==> config.mk <==
export PLATFORM = sky130hd
export DESIGN_NAME = power_control_pin_logic
export DESIGN_NICKNAME = d
export VERILOG_FILES = /design/src/power_ctl_pkg.sv /design/src/power_control_pin_logic.sv
export SDC_FILE = /design/constraint.sdc
export NUM_CORES = 1
export LEC_CHECK = 0
export BUFFER_PORTS_ARGS = -buffer_cell sky130_fd_sc_hd__buf_2
export CAP_MARGIN = 40
export CELL_PAD_IN_SITES_DETAIL_PLACEMENT = 0
export CELL_PAD_IN_SITES_GLOBAL_PLACEMENT = 1
export CORE_MARGIN = 2
export CORE_UTILIZATION = 44
export CTS_CLUSTER_DIAMETER = 50
export CTS_CLUSTER_SIZE = 12
export DETAILED_ROUTE_END_ITERATION = 12
export GPL_TIMING_DRIVEN = 0
export MAX_ROUTING_LAYER = met4
export PLACE_DENSITY_LB_ADDON = 0.08
export SLEW_MARGIN = 20
export SYNTH_ARGS = -nofsm -noshare
export SYNTH_HDL_FRONTEND = slang
export SYNTH_SLANG_ARGS = --single-unit
==> constraint.sdc <==
create_clock -name core_clk -period 3.3 [get_ports core_clk]
set_clock_uncertainty 0.15 [all_clocks]
set_input_delay 0.495 -clock core_clk [delete_from_list [all_inputs] [get_ports core_clk]]
set_output_delay 0.495 -clock core_clk [all_outputs]
set_load 0.05 [all_outputs]
==> src/power_ctl_pkg.sv <==
/*
  Shared constants and types of the power control pin logic:
  timing counts, indices of the synchronised input vector and state types.
  Assumes a 100 MHz core clock.
*/
package power_ctl_pkg;
  // Clock and timing
  localparam int unsigned CLK_PERIOD_NS       = 10;
  localparam int unsigned SLEEP_QUAL_TIME_NS  = 1000;
  localparam int unsigned SLEEP_QUAL_CYCLES   =
    (SLEEP_QUAL_TIME_NS + CLK_PERIOD_NS - 1) / CLK_PERIOD_NS;
  localparam int unsigned COLD_START_TIME_NS  = 2000;
  localparam int unsigned COLD_START_CYCLES   =
    (COLD_START_TIME_NS + CLK_PERIOD_NS - 1) / CLK_PERIOD_NS;
  localparam int unsigned RESTART_STEP_TIME_NS = 100;
  localparam int unsigned RESTART_STEP_CYCLES =
    (RESTART_STEP_TIME_NS + CLK_PERIOD_NS - 1) / CLK_PERIOD_NS;
  localparam longint unsigned RESTART_HOLD_S  = 12;
  localparam longint unsigned LONG_PRESS_CYCLES =
    (RESTART_HOLD_S * 64'd1_000_000_000) / CLK_PERIOD_NS;

  // Reset values of software bits
  localparam logic FULL_RESTART_ENABLE_RESET = 1'b0;
  localparam logic USB_SWITCH_RESET          = 1'b0;

  // Indices into the synchronised input vector
  localparam int unsigned IN_WDOG      = 0;
  localparam int unsigned IN_SLEEP1    = 1;
  localparam int unsigned IN_SLEEP2    = 2;
  localparam int unsigned IN_KEY1      = 3;
  localparam int unsigned IN_KEY2      = 4;
  localparam int unsigned IN_KEY3      = 5;
  localparam int unsigned IN_CS        = 6;
  localparam int unsigned IN_MOSI      = 7;
  localparam int unsigned IN_CLK32     = 8;
  localparam int unsigned IN_SCL       = 9;
  localparam int unsigned IN_SDA       = 10;
  localparam int unsigned IN_UID_FLOAT = 11;
  localparam int unsigned IN_UID_GND   = 12;
  localparam int unsigned IN_MODE_DIG  = 13;
  localparam int unsigned IN_MODE_ANA  = 14;
  localparam int unsigned IN_PROF1     = 15;
  localparam int unsigned IN_PROF2     = 16;
  localparam int unsigned ASYNC_W      = 17;

  typedef enum logic [2:0] {
    PM_OFF, PM_COLD_START, PM_ON, PM_STANDBY,
    PM_RST_POWER_DOWN, PM_RST_CHARGER_OFF, PM_RST_REG_DEFAULT
  } pm_state_t;

  typedef enum logic [1:0] {OPMODE_NORMAL, OPMODE_USB_LP_BOOT, OPMODE_TEST} op_mode_t;

  typedef enum logic [1:0] {UID_FLOATING, UID_GROUNDED, UID_FACTORY} uid_sense_t;
endpackage : power_ctl_pkg

==> src/power_control_pin_logic.sv <==
/*
  Control-pin logic of a power management device: keep-alive watch,
  standby qualification, power keys with long-press full restart,
  cold-start straps, interface pin muxing, interrupt and slow clocks.
  Assumes all pin levels arrive as plain inputs on core_clk and that
  software bits are written through one-cycle write strobes.
*/
`timescale 1ns/1ps
`default_nettype none
module power_control_pin_logic #(
  parameter int unsigned LONG_PRESS_CYCLES  = 32'(power_ctl_pkg::LONG_PRESS_CYCLES),
  parameter int unsigned SLEEP_QUAL_CYCLES  = power_ctl_pkg::SLEEP_QUAL_CYCLES,
  parameter bit          RESTART_ACTIVE_LOW = 1'b1,
  parameter int unsigned IRQ_W              = 8
) (
  input  wire logic                     core_clk,
  input  wire logic                     rst,
  input  wire logic                     watchdog_keepalive_in,
  input  wire logic                     wdog_fail_to_cold_start,
  input  wire logic                     primary_sleep_request,
  input  wire logic                     secondary_sleep_request,
  input  wire logic                     primary_sleep_active_high,
  input  wire logic                     secondary_sleep_active_high,
  input  wire logic                     power_key_one,
  input  wire logic                     power_key_two,
  input  wire logic                     power_key_three,
  input  wire logic                     restart_enable_wr,
  input  wire logic                     restart_enable_wdata,
  input  wire logic                     usb_switch_wr,
  input  wire logic                     usb_switch_wdata,
  input  wire logic                     startup_profile_strap_one,
  input  wire logic                     startup_profile_strap_two,
  input  wire logic                     mode_strap_above_dig,
  input  wire logic                     mode_strap_above_ana,
  input  wire logic                     chip_select_pin,
  input  wire logic                     data_in_pin,
  input  wire logic                     serial_clk_pin,
  input  wire logic                     data_out_pin_in,
  input  wire logic                     core_miso,
  input  wire logic                     core_miso_en,
  input  wire logic                     core_sda_pull_low,
  input  wire logic [IRQ_W-1:0]         irq_pending,
  input  wire logic [IRQ_W-1:0]         irq_mask,
  input  wire logic                     slow_clk_in,
  input  wire logic                     host_clk_lpoff_stop,
  input  wire logic                     usb_id_float_cmp,
  input  wire logic                     usb_id_gnd_cmp,
  output logic                          full_restart_enable_bit,
  output logic                          usb_reg_input_switch,
  output logic                          usb_bus_to_supply_on,
  output power_ctl_pkg::pm_state_t      power_state,
  output logic                          standby_event,
  output logic                          charger_enable,
  output logic                          regs_to_default,
  output logic                          periph_reset_n,
  output logic                          host_reset_n,
  output logic [1:0]                    startup_profile,
  output power_ctl_pkg::op_mode_t       op_mode,
  output logic                          iface_is_i2c,
  output logic                          i2c_addr_a0,
  output logic                          core_serial_clk,
  output logic                          core_sda_in,
  output logic                          data_out_pin_out,
  output logic                          data_out_pin_oe_n,
  output logic                          int_out,
  output logic                          periph_slow_clock_out,
  output logic                          host_slow_clock_out,
  output power_ctl_pkg::uid_sense_t     usb_id_sense
);
  import power_ctl_pkg::*;

  if (LONG_PRESS_CYCLES < 2 || SLEEP_QUAL_CYCLES < 1 || SLEEP_QUAL_CYCLES > 65535
      || IRQ_W < 1) begin : g_bad_param
    $error("power_control_pin_logic: parameter out of range");
  end

  typedef struct packed {
    logic [ASYNC_W-1:0] sync1;
    logic [ASYNC_W-1:0] sync2;
    logic [1:0]         sleep_q;
    logic [1:0][15:0]   qual_cnt;
    logic [2:0]         keys_prev;
    logic [31:0]        press_cnt;
    logic [15:0]        seq_cnt;
    pm_state_t          state;
    logic               restart_en;
    logic               usb_sw;
    logic               host_clk_en;
    logic               standby_ev;
    logic               chg_en;
    logic               reg_default;
    logic               rst_n;
    logic [1:0]         profile;
    op_mode_t           mode;
    logic               i2c;
    logic               a0;
    logic               ser_clk;
    logic               sda_in;
    logic               dout;
    logic               dout_oe_n;
    logic               irq;
    logic               pclk;
    logic               hclk;
    uid_sense_t         usb_id_pin;
  } core_state_t;

  core_state_t cur;
  core_state_t next_cur;
  logic [ASYNC_W-1:0] raw_in;

  // Level of a sleep request as an assertion under its polarity
  function automatic logic sleep_asserted(input logic level, input logic active_high);
    return active_high ? level : ~level;
  endfunction : sleep_asserted

  // Decode of the mode strap comparators
  function automatic op_mode_t mode_decode(input logic above_dig, input logic above_ana);
    if (above_ana) begin
      return OPMODE_TEST;
    end
    return above_dig ? OPMODE_USB_LP_BOOT : OPMODE_NORMAL;
  endfunction : mode_decode

  // Gather every asynchronous pin into one vector, highest index first
  assign raw_in = {startup_profile_strap_two, startup_profile_strap_one, mode_strap_above_ana,
                   mode_strap_above_dig, usb_id_gnd_cmp, usb_id_float_cmp, data_out_pin_in,
                   serial_clk_pin, slow_clk_in, data_in_pin, chip_select_pin, power_key_three,
                   power_key_two, power_key_one, secondary_sleep_request, primary_sleep_request,
                   watchdog_keepalive_in};

  // Next-state logic of the whole block
  always_comb begin
    logic [2:0] keys_now;
    logic [1:0] sleep_s;
    logic       turn_on;
    logic       key3_release;
    logic       long_press;
    logic       restart_go;
    keys_now     = '0;
    sleep_s      = '0;
    turn_on      = 1'b0;
    key3_release = 1'b0;
    long_press   = 1'b0;
    restart_go   = 1'b0;
    next_cur     = cur;
    next_cur.sync1 = raw_in;
    next_cur.sync2 = cur.sync1;
    // Sleep request qualification: level must hold for the full count
    sleep_s = {cur.sync2[IN_SLEEP2], cur.sync2[IN_SLEEP1]};
    for (int i = 0; i < 2; i++) begin
      if (sleep_s[i] == cur.sleep_q[i]) begin
        next_cur.qual_cnt[i] = '0;
      end else if (cur.qual_cnt[i] >= 16'(SLEEP_QUAL_CYCLES - 1)) begin
        next_cur.sleep_q[i]  = sleep_s[i];
        next_cur.qual_cnt[i] = '0;
      end else begin
        next_cur.qual_cnt[i] = cur.qual_cnt[i] + 16'h0001;
      end
    end
    next_cur.standby_ev =
      sleep_asserted(cur.sleep_q[0], primary_sleep_active_high) &
      sleep_asserted(cur.sleep_q[1], secondary_sleep_active_high);
    // Power keys are active low; a falling edge is a turn-on event
    keys_now           = {cur.sync2[IN_KEY3], cur.sync2[IN_KEY2], cur.sync2[IN_KEY1]};
    next_cur.keys_prev = keys_now;
    turn_on            = |(cur.keys_prev & ~keys_now);
    key3_release       = ~cur.keys_prev[2] & keys_now[2];
    long_press         = cur.press_cnt > LONG_PRESS_CYCLES;
    if (!keys_now[2]) begin
      if (!long_press) begin
        next_cur.press_cnt = cur.press_cnt + 32'h0000_0001;
      end
    end else begin
      next_cur.press_cnt = '0;
    end

    // Software bits take their new value on the cycle after the strobe
    if (restart_enable_wr) begin
      next_cur.restart_en = restart_enable_wdata;
    end
    if (usb_switch_wr) begin
      next_cur.usb_sw = usb_switch_wdata;
    end
    restart_go = key3_release & long_press &
                 (RESTART_ACTIVE_LOW ? ~cur.restart_en : cur.restart_en);

    // Power mode sequencer
    next_cur.reg_default = 1'b0;
    next_cur.seq_cnt     = cur.seq_cnt + 16'h0001;
    unique case (cur.state)
      PM_OFF: begin
        next_cur.seq_cnt = '0;
        if (turn_on) begin
          next_cur.state = PM_COLD_START;
        end
      end
      PM_COLD_START: begin
        if (cur.seq_cnt == 16'h0000) begin
          next_cur.i2c         = cur.sync2[IN_CS];
          next_cur.a0          = cur.sync2[IN_MOSI];
          next_cur.profile     = {cur.sync2[IN_PROF2], cur.sync2[IN_PROF1]};
          next_cur.mode        = mode_decode(cur.sync2[IN_MODE_DIG],
                                             cur.sync2[IN_MODE_ANA]);
          next_cur.host_clk_en = 1'b1;
        end
        if (cur.seq_cnt >= 16'(COLD_START_CYCLES - 1)) begin
          next_cur.state   = PM_ON;
          next_cur.seq_cnt = '0;
        end
      end
      PM_ON, PM_STANDBY: begin
        next_cur.seq_cnt = '0;
        if (restart_go) begin
          next_cur.state = PM_RST_POWER_DOWN;
        end else if (!cur.sync2[IN_WDOG]) begin
          next_cur.state = wdog_fail_to_cold_start ? PM_COLD_START : PM_OFF;
        end else begin
          next_cur.state = cur.standby_ev ? PM_STANDBY : PM_ON;
        end
      end
      PM_RST_POWER_DOWN: begin
        if (cur.seq_cnt >= 16'(RESTART_STEP_CYCLES - 1)) begin
          next_cur.state   = PM_RST_CHARGER_OFF;
          next_cur.seq_cnt = '0;
        end
      end
      PM_RST_CHARGER_OFF: begin
        next_cur.chg_en = 1'b0;
        if (cur.seq_cnt >= 16'(RESTART_STEP_CYCLES - 1)) begin
          next_cur.state   = PM_RST_REG_DEFAULT;
          next_cur.seq_cnt = '0;
        end
      end
      PM_RST_REG_DEFAULT: begin
        next_cur.reg_default = 1'b1;
        next_cur.restart_en  = FULL_RESTART_ENABLE_RESET;
        next_cur.usb_sw      = USB_SWITCH_RESET;
        next_cur.chg_en      = 1'b1;
        next_cur.state       = PM_COLD_START;
        next_cur.seq_cnt     = '0;
      end
    endcase
    next_cur.rst_n = (next_cur.state == PM_ON) || (next_cur.state == PM_STANDBY);
    // Interface pin muxing between SPI and I2C
    next_cur.ser_clk = cur.sync2[IN_SCL];
    next_cur.sda_in  = cur.sync2[IN_SDA];
    if (cur.i2c) begin
      next_cur.dout      = 1'b0;
      next_cur.dout_oe_n = ~core_sda_pull_low;
    end else begin
      next_cur.dout      = core_miso;
      next_cur.dout_oe_n = ~core_miso_en;
    end
    next_cur.irq = |(irq_pending & ~irq_mask);
    // Slow clocks: peripheral one only in start-up and On
    next_cur.pclk = cur.sync2[IN_CLK32] &
                    ((cur.state == PM_COLD_START) || (cur.state == PM_ON));
    next_cur.hclk = cur.sync2[IN_CLK32] & cur.host_clk_en &
                    ~((cur.state == PM_OFF) && host_clk_lpoff_stop);
    // USB id sense
    if (cur.sync2[IN_UID_GND]) begin
      next_cur.usb_id_pin = UID_GROUNDED;
    end else if (cur.sync2[IN_UID_FLOAT]) begin
      next_cur.usb_id_pin = UID_FLOATING;
    end else begin
      next_cur.usb_id_pin = UID_FACTORY;
    end
  end

  // State register
  always_ff @(posedge core_clk) begin
    if (rst) begin
      cur            <= '0;
      cur.keys_prev  <= 3'h7;
      cur.sync1[IN_KEY3:IN_KEY1] <= 3'h7;                          // Idle keys, no false press
      cur.sync2[IN_KEY3:IN_KEY1] <= 3'h7;
      cur.restart_en <= FULL_RESTART_ENABLE_RESET;
      cur.usb_sw     <= USB_SWITCH_RESET;
      cur.state      <= PM_OFF;
      cur.chg_en     <= 1'b1;
      cur.mode       <= OPMODE_NORMAL;
      cur.dout_oe_n  <= 1'b1;
      cur.usb_id_pin        <= UID_FLOATING;
    end else begin
      cur <= next_cur;
    end
  end

  // Outputs straight from the state register
  assign full_restart_enable_bit = cur.restart_en;
  assign usb_reg_input_switch    = cur.usb_sw;
  assign usb_bus_to_supply_on    = cur.usb_sw;
  assign power_state             = cur.state;
  assign standby_event           = cur.standby_ev;
  assign charger_enable          = cur.chg_en;
  assign regs_to_default         = cur.reg_default;
  assign periph_reset_n          = cur.rst_n;
  assign host_reset_n            = cur.rst_n;
  assign startup_profile         = cur.profile;
  assign op_mode                 = cur.mode;
  assign iface_is_i2c            = cur.i2c;
  assign i2c_addr_a0             = cur.a0;
  assign core_serial_clk         = cur.ser_clk;
  assign core_sda_in             = cur.sda_in;
  assign data_out_pin_out        = cur.dout;
  assign data_out_pin_oe_n       = cur.dout_oe_n;
  assign int_out                 = cur.irq;
  assign periph_slow_clock_out   = cur.pclk;
  assign host_slow_clock_out     = cur.hclk;
  assign usb_id_sense            = cur.usb_id_pin;
endmodule : power_control_pin_logic
`default_nettype wire

==> results.py, run 1 <==
metrics = {
    "place": {
        "dpl_cell_area_mm2": 0.00603,
        "port_buffers": 70,
        "dp_hpwl_mm": 7.84,
        "place_congestion": 0.806,
    },
    "floorplanning": {
        "die_h_um": 115,
        "die-area_mm2": 0.0132,
        "coreArea_mm2": 0.0120,
        "die_w_um": 115,
        "start_util_pct": 45.0,
        "io_pins": 72,
        "row_count": 40,
    },
    "worst_setup_path": {
        "endpoint_kind": "flip-flop",
        "crit_type": "reg2reg",
        "reg2reg_to": "power_state[0]",
        "reg2reg_from": "cur[60]",
        "crit_path_max_fanout": 10,
        "cp-start-kind": "flip-flop",
        "reg2reg_depth": 7,
        "arrival_ns": 3.30,
        "r2r_setup_slack_ns": 0.15,
        "crit_required_ns": 3.45,
    },
    "synth": {
        "ys.flop_type": "dfxtp_1",
        "syn_area_mm2": 0.00540,
        "synthArstFlopShare_pct": 0,
        "yosys_warnings": 0,
        "ys_seq_area_share_pct": 53.4,
        "syn_inst": 559,
        "synth-edff-count": 0,
        "synth.distinct_cells": 54,
        "synth.ff_latch_count": 144,
        "avgSynthCellArea_um2": 9.66,
    },
    "clock_tree": {
        "cts_resized": 0,
        "cts_max_path_buffers": 2,
        "cts_tree": "done",
        "cts.sinks": 144,
        "postCtsSetupRepairBufs": 0,
        "clock_latency_ns": 0.42,
        "cts_hold_buffers": 0,
        "ctsRootBufferMaster": "clkbuf_16",
        "cts_made_buffers": 17,
        "clk_pin_slew_ns": 0.06,
        "h-tree-depth": 4,
    },
    "global_route": {
        "grt_max_degree": 17,
        "grt_antenna_before_repair": 0,
        "grt_pass1_vias": 4168,
        "gr-total-overflow": 0,
        "track_usage_pct": 18.9,
        "grt_pass1_wl_mm": 18.9,
    },
    "sta": {
        "tightest_slew_ns": 0.706,
        "maxSlewViolCount": 0,
        "max_freq_mhz": 317,
        "relSlewSlack_pct": 52.8,
        "tns_ns": 0,
        "layout_min_cycle_time_ns": 3.15,
        "hold_violations": 0,
        "timing.final.crit_share_pct": 95.6,
        "setup_viol": 0,
        "grt_setup_unrepaired": "no",
    },
    "job": {
        "max_cap_violations": 0,
    },
    "route": {
        "wirelength_mm": 11.2,
        "drtIter0Drc": 226,
        "postRouteAntennaNets": 0,
        "vias": 4263,
        "viasPerCell": 5.11,
        "drc": 0,
        "routedWlPerCell_um": 13.4,
        "firstDrtPassIters": 4,
    },
    "run_status": {
        "status": "completed",
    },
    "cells_and_area": {
        "syn2layout_area_growth_pct": 22.9,
        "n_antenna_cell": 0,
        "n_fill_cell": 1136,
        "fin_area_mm2": 0.00664,
        "drive_gt1_share_pct": 19.6,
        "num-nets-final": 729,
    },
    "worst_hold_path": {
        "min_from": "power_key_two",
        "hold_path.class": "in2reg",
        "worstHoldEndpoint": "cur[131]",
        "hold_path_depth": 2,
    },
    "pwr": {
        "ir_worst_vdd_mv": 0.330,
        "p_leak_nw": 2.67,
        "power_density_mw_per_mm2": 581,
    },
}
==> cells in the mapped netlist, types with 4 or more instances <==
library cell | n | share of area, %
a21oi_1 | 28 | 2.6
a31oi_1 | 4 | 0.46
and3_1 | 13 | 1.5
buf_4 | 12 | 1.7
clkbuf_1 | 14 | 0.97
dfxtp_1 | 144 | 53
ha_1 | 8 | 1.9
inv_1 | 19 | 1.3
mux2i_1 | 15 | 2.8
nand2_1 | 36 | 2.5
nand3_1 | 26 | 2.4
nand4_1 | 5 | 0.58
nor2_1 | 47 | 3.3
nor2b_1 | 31 | 3.6
nor3_1 | 11 | 1.0
nor4_1 | 8 | 0.93
o21ai_0 | 11 | 1.0
o31ai_1 | 9 | 1.3
or2_2 | 9 | 1.0
or3_1 | 21 | 2.4
or4_1 | 18 | 2.5
xnor2_1 | 11 | 1.8
xor2_1 | 12 | 1.9
==> worst max-delay path, stage by stage, from the launching register on <==
cell and delay (ns):
dfxtp_1 0.35, or4_1 0.60, or4_4 0.57, a211o_1 0.28, a21oi_4 0.28, buf_2 0.31
nand3_1 0.19, a32o_1 0.30
==> power by group <==
part           switching [mW]  internal [mW]
clock                   0.733           1.16
combinational          0.0975         0.0648
sequential             0.0153           1.79
total                   0.846           3.01
==> routing by layer <==
layer / GRT usage [%] / vias to the layer above / routed length [µm]
li1: - / 2157 / -
met3: 5.48 / 14 / 617
met1: 22.5 / 1988 / 5120
met5: - / - / 0
met2: 30.3 / 104 / 5300
met4: 7.63 / 0 / 174
==> worst max path at each step <==
stage,from,to,slack (ns)
6_report,cur[60],power_state[0],0.15
3_5_place_dp,cur[60],power_state[0],0.11
3_3_place_gp,cur[60],host_reset_n,0.11
5_1_grt,cur[60],power_state[0],0.02
4_1_cts,cur[60],power_state[0],0.09
2_1_floorplan,cur[60],host_reset_n,0.53
==> stage by stage <==
stage	total power [mW]	instances	utilization (%)	hold slack, ns	setup WS, ns
3_5_place_dp	2.00	801	50.2	0.237	0.108
5_1_grt	4.00	835	55.3	0.105	0.0212
6_report	3.85	835	55.3	0.117	0.146
3_3_place_gp	2.00	801	50.2	0.223	0.110
4_1_cts	3.89	833	55.1	0.105	0.0859
2_1_floorplan	1.95	584	-	0.217	0.529
==> area by class of cell <==
cell class / count / area, µm² / share of cell area (%)
Multi-Input combinational cell: 389 / 2370 / 35.7
Inverter: 20 / 75.1 / 1.13
Tap cell: 147 / 184 / 2.77
Clock buffer: 20 / 457 / 6.88
Buffer: 31 / 173 / 2.60
Timing Repair Buffer: 72 / 365 / 5.51
Sequential cell: 144 / 2880 / 43.4
Clock inverter: 12 / 131 / 1.98
==> sequential cells by signal, summed over array words and instances, names as in the netlist, 2 cells and up <==
register,cells
cur,120
op_mode,2
power_state,3
startup_profile,2
usb_id_sense,2
==> kinds of logic (layout without fill, tap and decap cells) <==
group | count (synthesis) | in the layout | share of synthesized area [%]
DFF | 144 | 144 | 53.4
muxes | 16 | 16 | 2.99
buffers and inverters | 51 | 155 | 4.59
AOI/OAI and AO/OA | 76 | 76 | 9.11
other | 1 | 26 | 0.0694
and+or+nand+nor | 240 | 240 | 24.3
xor gates and xnor gates | 23 | 23 | 3.73
adders and majority gates | 8 | 8 | 1.85
==> cell usage in the layout (no fill, tap or decap), types with 3 or more instances in the layout <==
cell type and count:
nor3_1 10, nand3_1 26, ha_1 8, nor2b_1 31, clkbuf_1 15, clkinv_2 5
or3_1 21, inv_1 19, or2_2 9, o21ai_0 11, nand2_1 36, a31oi_1 4
and3_1 13, clkbuf_16 17, buf_2 73, a21oi_1 28, xor2_1 12, buf_4 14
conb_1 26, o22ai_1 3, dfxtp_1 144, nand4_1 5, o31ai_1 9, nor2_1 47
nor4_1 8, mux2i_1 15, or4_1 18, xnor2_1 11
Power figures use the tool's default switching activity.
==> run 2, diff against run 1 <==
BUFFER_PORTS_ARGS = -buffer_cell sky130_fd_sc_hd__clkbuf_2   (was -buffer_cell sky130_fd_sc_hd__buf_2)
PLACE_DENSITY_LB_ADDON = 0.1   (was 0.08)
==> run 2 against run 1 <==
- die area did not move
- worst hold slack improved by 0.0019 ns
- first-iteration DRC count rose by 7.5%
- core utilization fell by 0.44 points
- combinational power barely moved
- count of clock-buffer cells in the layout rose by 1
- wire length fell by 0.50%
- clock power fell by 6%
- sequential power barely moved
- final cell count fell by 0.48%
- fmax fell by 0.51%
- register-to-register slack got worse by 0.02 ns
- critical path type unchanged
- critical endpoint is now host_reset_n
==> results.py, run 2 (synthesized netlist as in run 1, its figures left out) <==
metrics = {
    "run_status": {
        "status": "completed",
    },
    "floorplanning": {
        "die_h_um": 115,
        "row_count": 40,
        "start_util_pct": 45.0,
        "coreArea_mm2": 0.0120,
        "die-area_mm2": 0.0132,
        "io_pins": 72,
        "die_w_um": 115,
    },
    "cells_and_area": {
        "largest_register": "cur",
        "syn2layout_area_growth_pct": 21.9,
        "final_common_cell": "dfxtp_1",
        "final_cell_mix": "dfxtp_1 (144), clkbuf_2 (70), nor2_1 (47), nand2_1 (36), nor2b_1 (31)",
        "n_antenna_cell": 0,
        "largest_reg_flops": 120,
        "num-nets-final": 727,
        "fin_area_mm2": 0.00658,
        "n_fill_cell": 1117,
        "drive_gt1_share_pct": 19.0,
        "multi_input_area_mm2": 0.00237,
        "seq_area_mm2": 0.00288,
    },
    "global_route": {
        "track_usage_pct": 18.4,
        "grt_max_degree": 17,
        "gr-total-overflow": 0,
        "grt_pass1_vias": 3939,
        "grt_antenna_before_repair": 0,
        "grt_pass1_wl_mm": 18.3,
    },
    "pwr": {
        "power_density_mw_per_mm2": 567,
        "p_leak_nw": 2.62,
        "ir_worst_vdd_mv": 0.360,
    },
    "clock_tree": {
        "h-tree-depth": 4,
        "clk_pin_slew_ns": 0.06,
        "clock_latency_ns": 0.42,
        "ctsRootBufferMaster": "clkbuf_16",
        "cts_max_path_buffers": 2,
        "cts.sinks": 144,
        "cts_hold_buffers": 0,
        "cts_tree": "done",
        "cts_made_buffers": 17,
    },
    "place": {
        "port_buffers": 70,
        "place_congestion": 0.789,
        "dpl_cell_area_mm2": 0.00603,
        "dp_hpwl_mm": 7.87,
    },
    "worst_setup_path": {
        "crit_buf_inv": 1,
        "crit_path_start": "cur[60]",
        "path_delay_family": "simple AND/OR/NAND/NOR gates",
        "critical-path-slowest-cell": "or4_1",
        "crit_type": "reg2reg",
        "cp-start-kind": "flip-flop",
        "reg2reg_to": "host_reset_n",
        "slowest_delay_ns": 0.59,
        "path_cells": "or4_1 > or4_4 > a211o_1 > a21oi_4 > buf_2 > nand3_1 > a32o_1",
        "crit_path_max_fanout": 10,
        "reg2reg_from": "cur[60]",
        "endpoint_kind": "flip-flop",
        "reg2reg_depth": 7,
        "arrival_ns": 3.33,
        "r2r_setup_slack_ns": 0.13,
        "crit_required_ns": 3.46,
    },
    "route": {
        "firstDrtPassIters": 4,
        "drtIter0Drc": 243,
        "postRouteAntennaNets": 0,
        "vias": 4213,
        "drc": 0,
        "viasPerCell": 5.07,
        "routedWlPerCell_um": 13.4,
        "wirelength_mm": 11.2,
    },
    "sta": {
        "tns_ns": 0,
        "max_freq_mhz": 315,
        "tightest_slew_ns": 0.760,
        "fin_hold_ws_ns": 0.119,
        "setup_viol": 0,
        "timing.final.crit_share_pct": 96.1,
        "maxSlewViolCount": 0,
        "grt_setup_unrepaired": "no",
        "layout_min_cycle_time_ns": 3.17,
        "hold_violations": 0,
        "relSlewSlack_pct": 49.0,
    },
    "job": {
        "max_cap_violations": 0,
    },
    "worst_hold_path": {
        "hold_path.class": "in2reg",
        "worstHoldEndpoint": "cur[132]",
        "hold_path_depth": 2,
        "min_from": "power_key_three",
    },
}
run 2: cell types whose count changed in the layout (fill, tap and decap cells not counted):
| cell | delta |
|---|---|
| inv_6 | -2 |
| bufinv_16 | -1 |
| clkbuf_2 | +70 |
| inv_8 | -1 |
| clkinv_2 | -3 |
| clkinvlp_4 | +4 |
| buf_2 | -71 |
| buf_4 | -2 |
| clkbuf_4 | +1 |
| clkbuf_1 | +1 |
run 2: per-stage QoR:
stage	utilization, %	cells	total power, mW	setup WS, ns
CTS	54.8	831	3.77	0.105
floorplan	-	584	1.95	0.529
detailed placement	50.2	801	2.00	0.111
global route	54.8	831	3.87	0.0177
global placement	50.2	801	2.00	0.150
finish	54.8	831	3.73	0.130
run 2: routing by layer:
metal  vias up  wire length [µm]  track usage [%]  share of wire, %
li1       2144                 -                -                 -
met1      1973              5120             22.7                46
met2        84              5370             28.6                48
met3        12               548             5.54               4.9
met4         0               118             6.59               1.1
met5         -                 0                -                 0
run 2: power by group:
part / switching [mW] / internal, mW / total, mW
Sequential: 0.0156 / 1.79 / 1.80
Clock: 0.703 / 1.06 / 1.77
Combinational: 0.0966 / 0.0646 / 0.161
run 2: layout make-up:
cell class	instances	share of cell area, %
buffer	31	2.66
sequential	144	43.8
clock inverter	9	1.33
tap	147	2.79
inverter	20	1.14
multi-input combinational	389	36.0
timing repair buffer	70	5.32
clock buffer	21	6.99
run 2: worst max-delay path by stage:
stage	endpoint	slack, ns	cells after the start
after floorplan	host_reset_n	0.53	7
after global placement	host_reset_n	0.15	7
after detailed placement	cur[42]	0.11	8
after CTS	cur[42]	0.10	8
after global routing	host_reset_n	0.02	7
final	host_reset_n	0.13	7
run 2: repair_timing:
item / in CTS / in global routing
resized for setup: 0 / 1
buffers inserted: 0 / 0
endpoints found under the setup margin: 0 / 1
==> run 3, diff against run 2 <==
CAP_MARGIN = not set   (was 40)
CORE_MARGIN = 1.5   (was 2)
CTS_BUF_LIST = sky130_fd_sc_hd__clkbuf_4 sky130_fd_sc_hd__clkbuf_8 sky130_fd_sc_hd__clkbuf_16   (was not set)
==> run 3 against run 2 <==
- die area fell by 1.7%
- worst hold slack improved by 0.0024 ns
- flip-flop and latch count did not move
- register-to-register slack got worse by 0.03 ns
- final cell count rose by 0.24%
- core utilization rose by 0.23 points
- power rose by 2.4%
- sequential power barely moved
- non-clock buffer count did not move
==> results.py, run 3 (synthesized netlist as in run 1, its figures left out) <==
metrics = {
    "run_status": {
        "status": "completed",
    },
    "worst_setup_path": {
        "slowest_delay_ns": 0.60,
        "path_delay_family": "simple AND/OR/NAND/NOR gates",
        "r2r_setup_slack_ns": 0.10,
        "crit_required_ns": 3.44,
        "crit_type": "reg2reg",
        "crit_path_max_fanout": 10,
        "reg2reg_depth": 8,
        "crit_buf_inv": 2,
        "path_cells": "or4_1 > or4_4 > a211o_1 > a21oi_4 > buf_2 > buf_4 > mux2i_1 > nor2_1",
        "path_depth": 8,
        "cp-start-kind": "flip-flop",
        "reg2reg_from": "cur[60]",
        "reg2reg_to": "cur[42]",
        "arrival_ns": 3.34,
        "critical-path-slowest-cell": "or4_1",
        "endpoint_kind": "flip-flop",
    },
    "cells_and_area": {
        "largest_reg_flops": 120,
        "drive_gt1_share_pct": 19.5,
        "seq_area_mm2": 0.00288,
        "syn2layout_area_growth_pct": 22.4,
        "num-nets-final": 727,
        "largest_register": "cur",
        "final_common_cell": "dfxtp_1",
        "n_antenna_cell": 0,
        "multi_input_area_mm2": 0.00237,
        "n_fill_cell": 1087,
        "final_cell_mix": "dfxtp_1 (144), clkbuf_2 (70), nor2_1 (47), nand2_1 (36), nor2b_1 (31)",
    },
    "route": {
        "viasPerCell": 5.05,
        "drc": 0,
        "vias": 4208,
        "postRouteAntennaNets": 0,
        "routedWlPerCell_um": 13.4,
        "drtIter0Drc": 183,
        "wirelength_mm": 11.2,
        "firstDrtPassIters": 4,
    },
    "global_route": {
        "grt_max_degree": 17,
        "gr-total-overflow": 0,
        "grt_pass1_vias": 4130,
        "grt_antenna_before_repair": 0,
        "grt_pass1_wl_mm": 19.0,
        "track_usage_pct": 19.3,
    },
    "pwr": {
        "p_leak_nw": 2.63,
        "power_density_mw_per_mm2": 578,
        "finalPower_mw": 3.82,
        "clkPwrFrac_pct": 48.6,
        "p_int_mw": 2.94,
        "comb_power_share_pct": 4.2,
        "switching_share_pct": 23.1,
        "p_seq_share_pct": 47.2,
        "ir_worst_vdd_mv": 0.400,
        "switchingPower_mw": 0.883,
    },
    "floorplanning": {
        "io_pins": 72,
        "die-area_mm2": 0.0129,
        "coreArea_mm2": 0.0120,
        "die_w_um": 114,
        "die_h_um": 114,
        "row_count": 40,
        "start_util_pct": 45.0,
    },
    "worst_hold_path": {
        "hold_path.class": "in2reg",
        "hold_path_depth": 2,
        "min_from": "power_key_two",
        "worstHoldEndpoint": "cur[131]",
    },
    "clock_tree": {
        "h-tree-depth": 4,
        "cts_tree": "done",
        "cts_made_buffers": 17,
        "clk_pin_slew_ns": 0.06,
        "postCtsSetupRepairBufs": 0,
        "ctsRootBufferMaster": "clkbuf_16",
        "cts.sinks": 144,
        "cts_resized": 0,
        "cts_max_path_buffers": 2,
        "cts_hold_buffers": 0,
        "clock_latency_ns": 0.43,
    },
    "sta": {
        "setup_viol": 0,
        "layout_min_cycle_time_ns": 3.20,
        "grt_setup_unrepaired": "no",
        "maxSlewViolCount": 0,
        "tns_ns": 0,
        "hold_violations": 0,
        "max_freq_mhz": 313,
        "timing.final.crit_share_pct": 96.8,
        "relSlewSlack_pct": 44.8,
        "tightest_slew_ns": 0.823,
    },
    "place": {
        "port_buffers": 70,
        "dp_hpwl_mm": 7.65,
        "place_congestion": 0.790,
    },
    "job": {
        "max_cap_violations": 0,
    },
}
run 3: cell count changes in the layout (fill, tap and decap cells not counted), sizes merged:
cell      delta
clkinv       -2
inv          +5
clkinvlp     +1
clkbuf       -3
buf          +1
run 3: layer usage:
metal	wire length, µm	GRT usage (%)
met1	5260	22.5
met2	5240	30.4
met3	543	6.91
met4	110	7.92
met5	0	-
run 3: final cells by class:
class                      count  share of cell area, %
inverter                      20                   1.14
buffer                        31                   2.61
clock inverter                13                   1.89
multi-input combinational    389                   35.8
sequential                   144                   43.6
tap                          147                   2.78
timing repair buffer          70                   5.30
clock buffer                  19                   6.85
run 3: worst max-delay path by stage:
| stage | startpoint | to |
|---|---|---|
| 2_1_floorplan | cur[60] | host_reset_n |
| 3_3_place_gp | cur[60] | host_reset_n |
| 3_5_place_dp | cur[60] | cur[42] |
| 4_1_cts | cur[60] | cur[42] |
| 5_1_grt | cur[60] | cur[42] |
| 6_report | cur[60] | cur[42] |
run 3: through the flow:
stage / std cells / hold WS (ns) / util [%] / area (µm²) / setup slack, ns
floorplan: 584 / 0.217 / - / 5490 / 0.529
global placement: 801 / 0.222 / 50.2 / 6030 / 0.149
detailed placement: 801 / 0.224 / 50.2 / 6030 / 0.124
CTS: 833 / 0.102 / 55.0 / 6610 / 0.110
global route: 833 / 0.114 / 55.0 / 6610 / 0.0310
finish: 833 / 0.121 / 55.0 / 6610 / 0.104
run 3: power by group through the flow:
stage	combinational [mW]	sequential, mW	clock [mW]
finish	0.161	1.80	1.86
global route	0.180	1.81	1.98
CTS	0.163	1.80	1.89
detailed placement	0.162	1.84	0
global placement	0.161	1.84	0
floorplan	0.0877	1.86	0
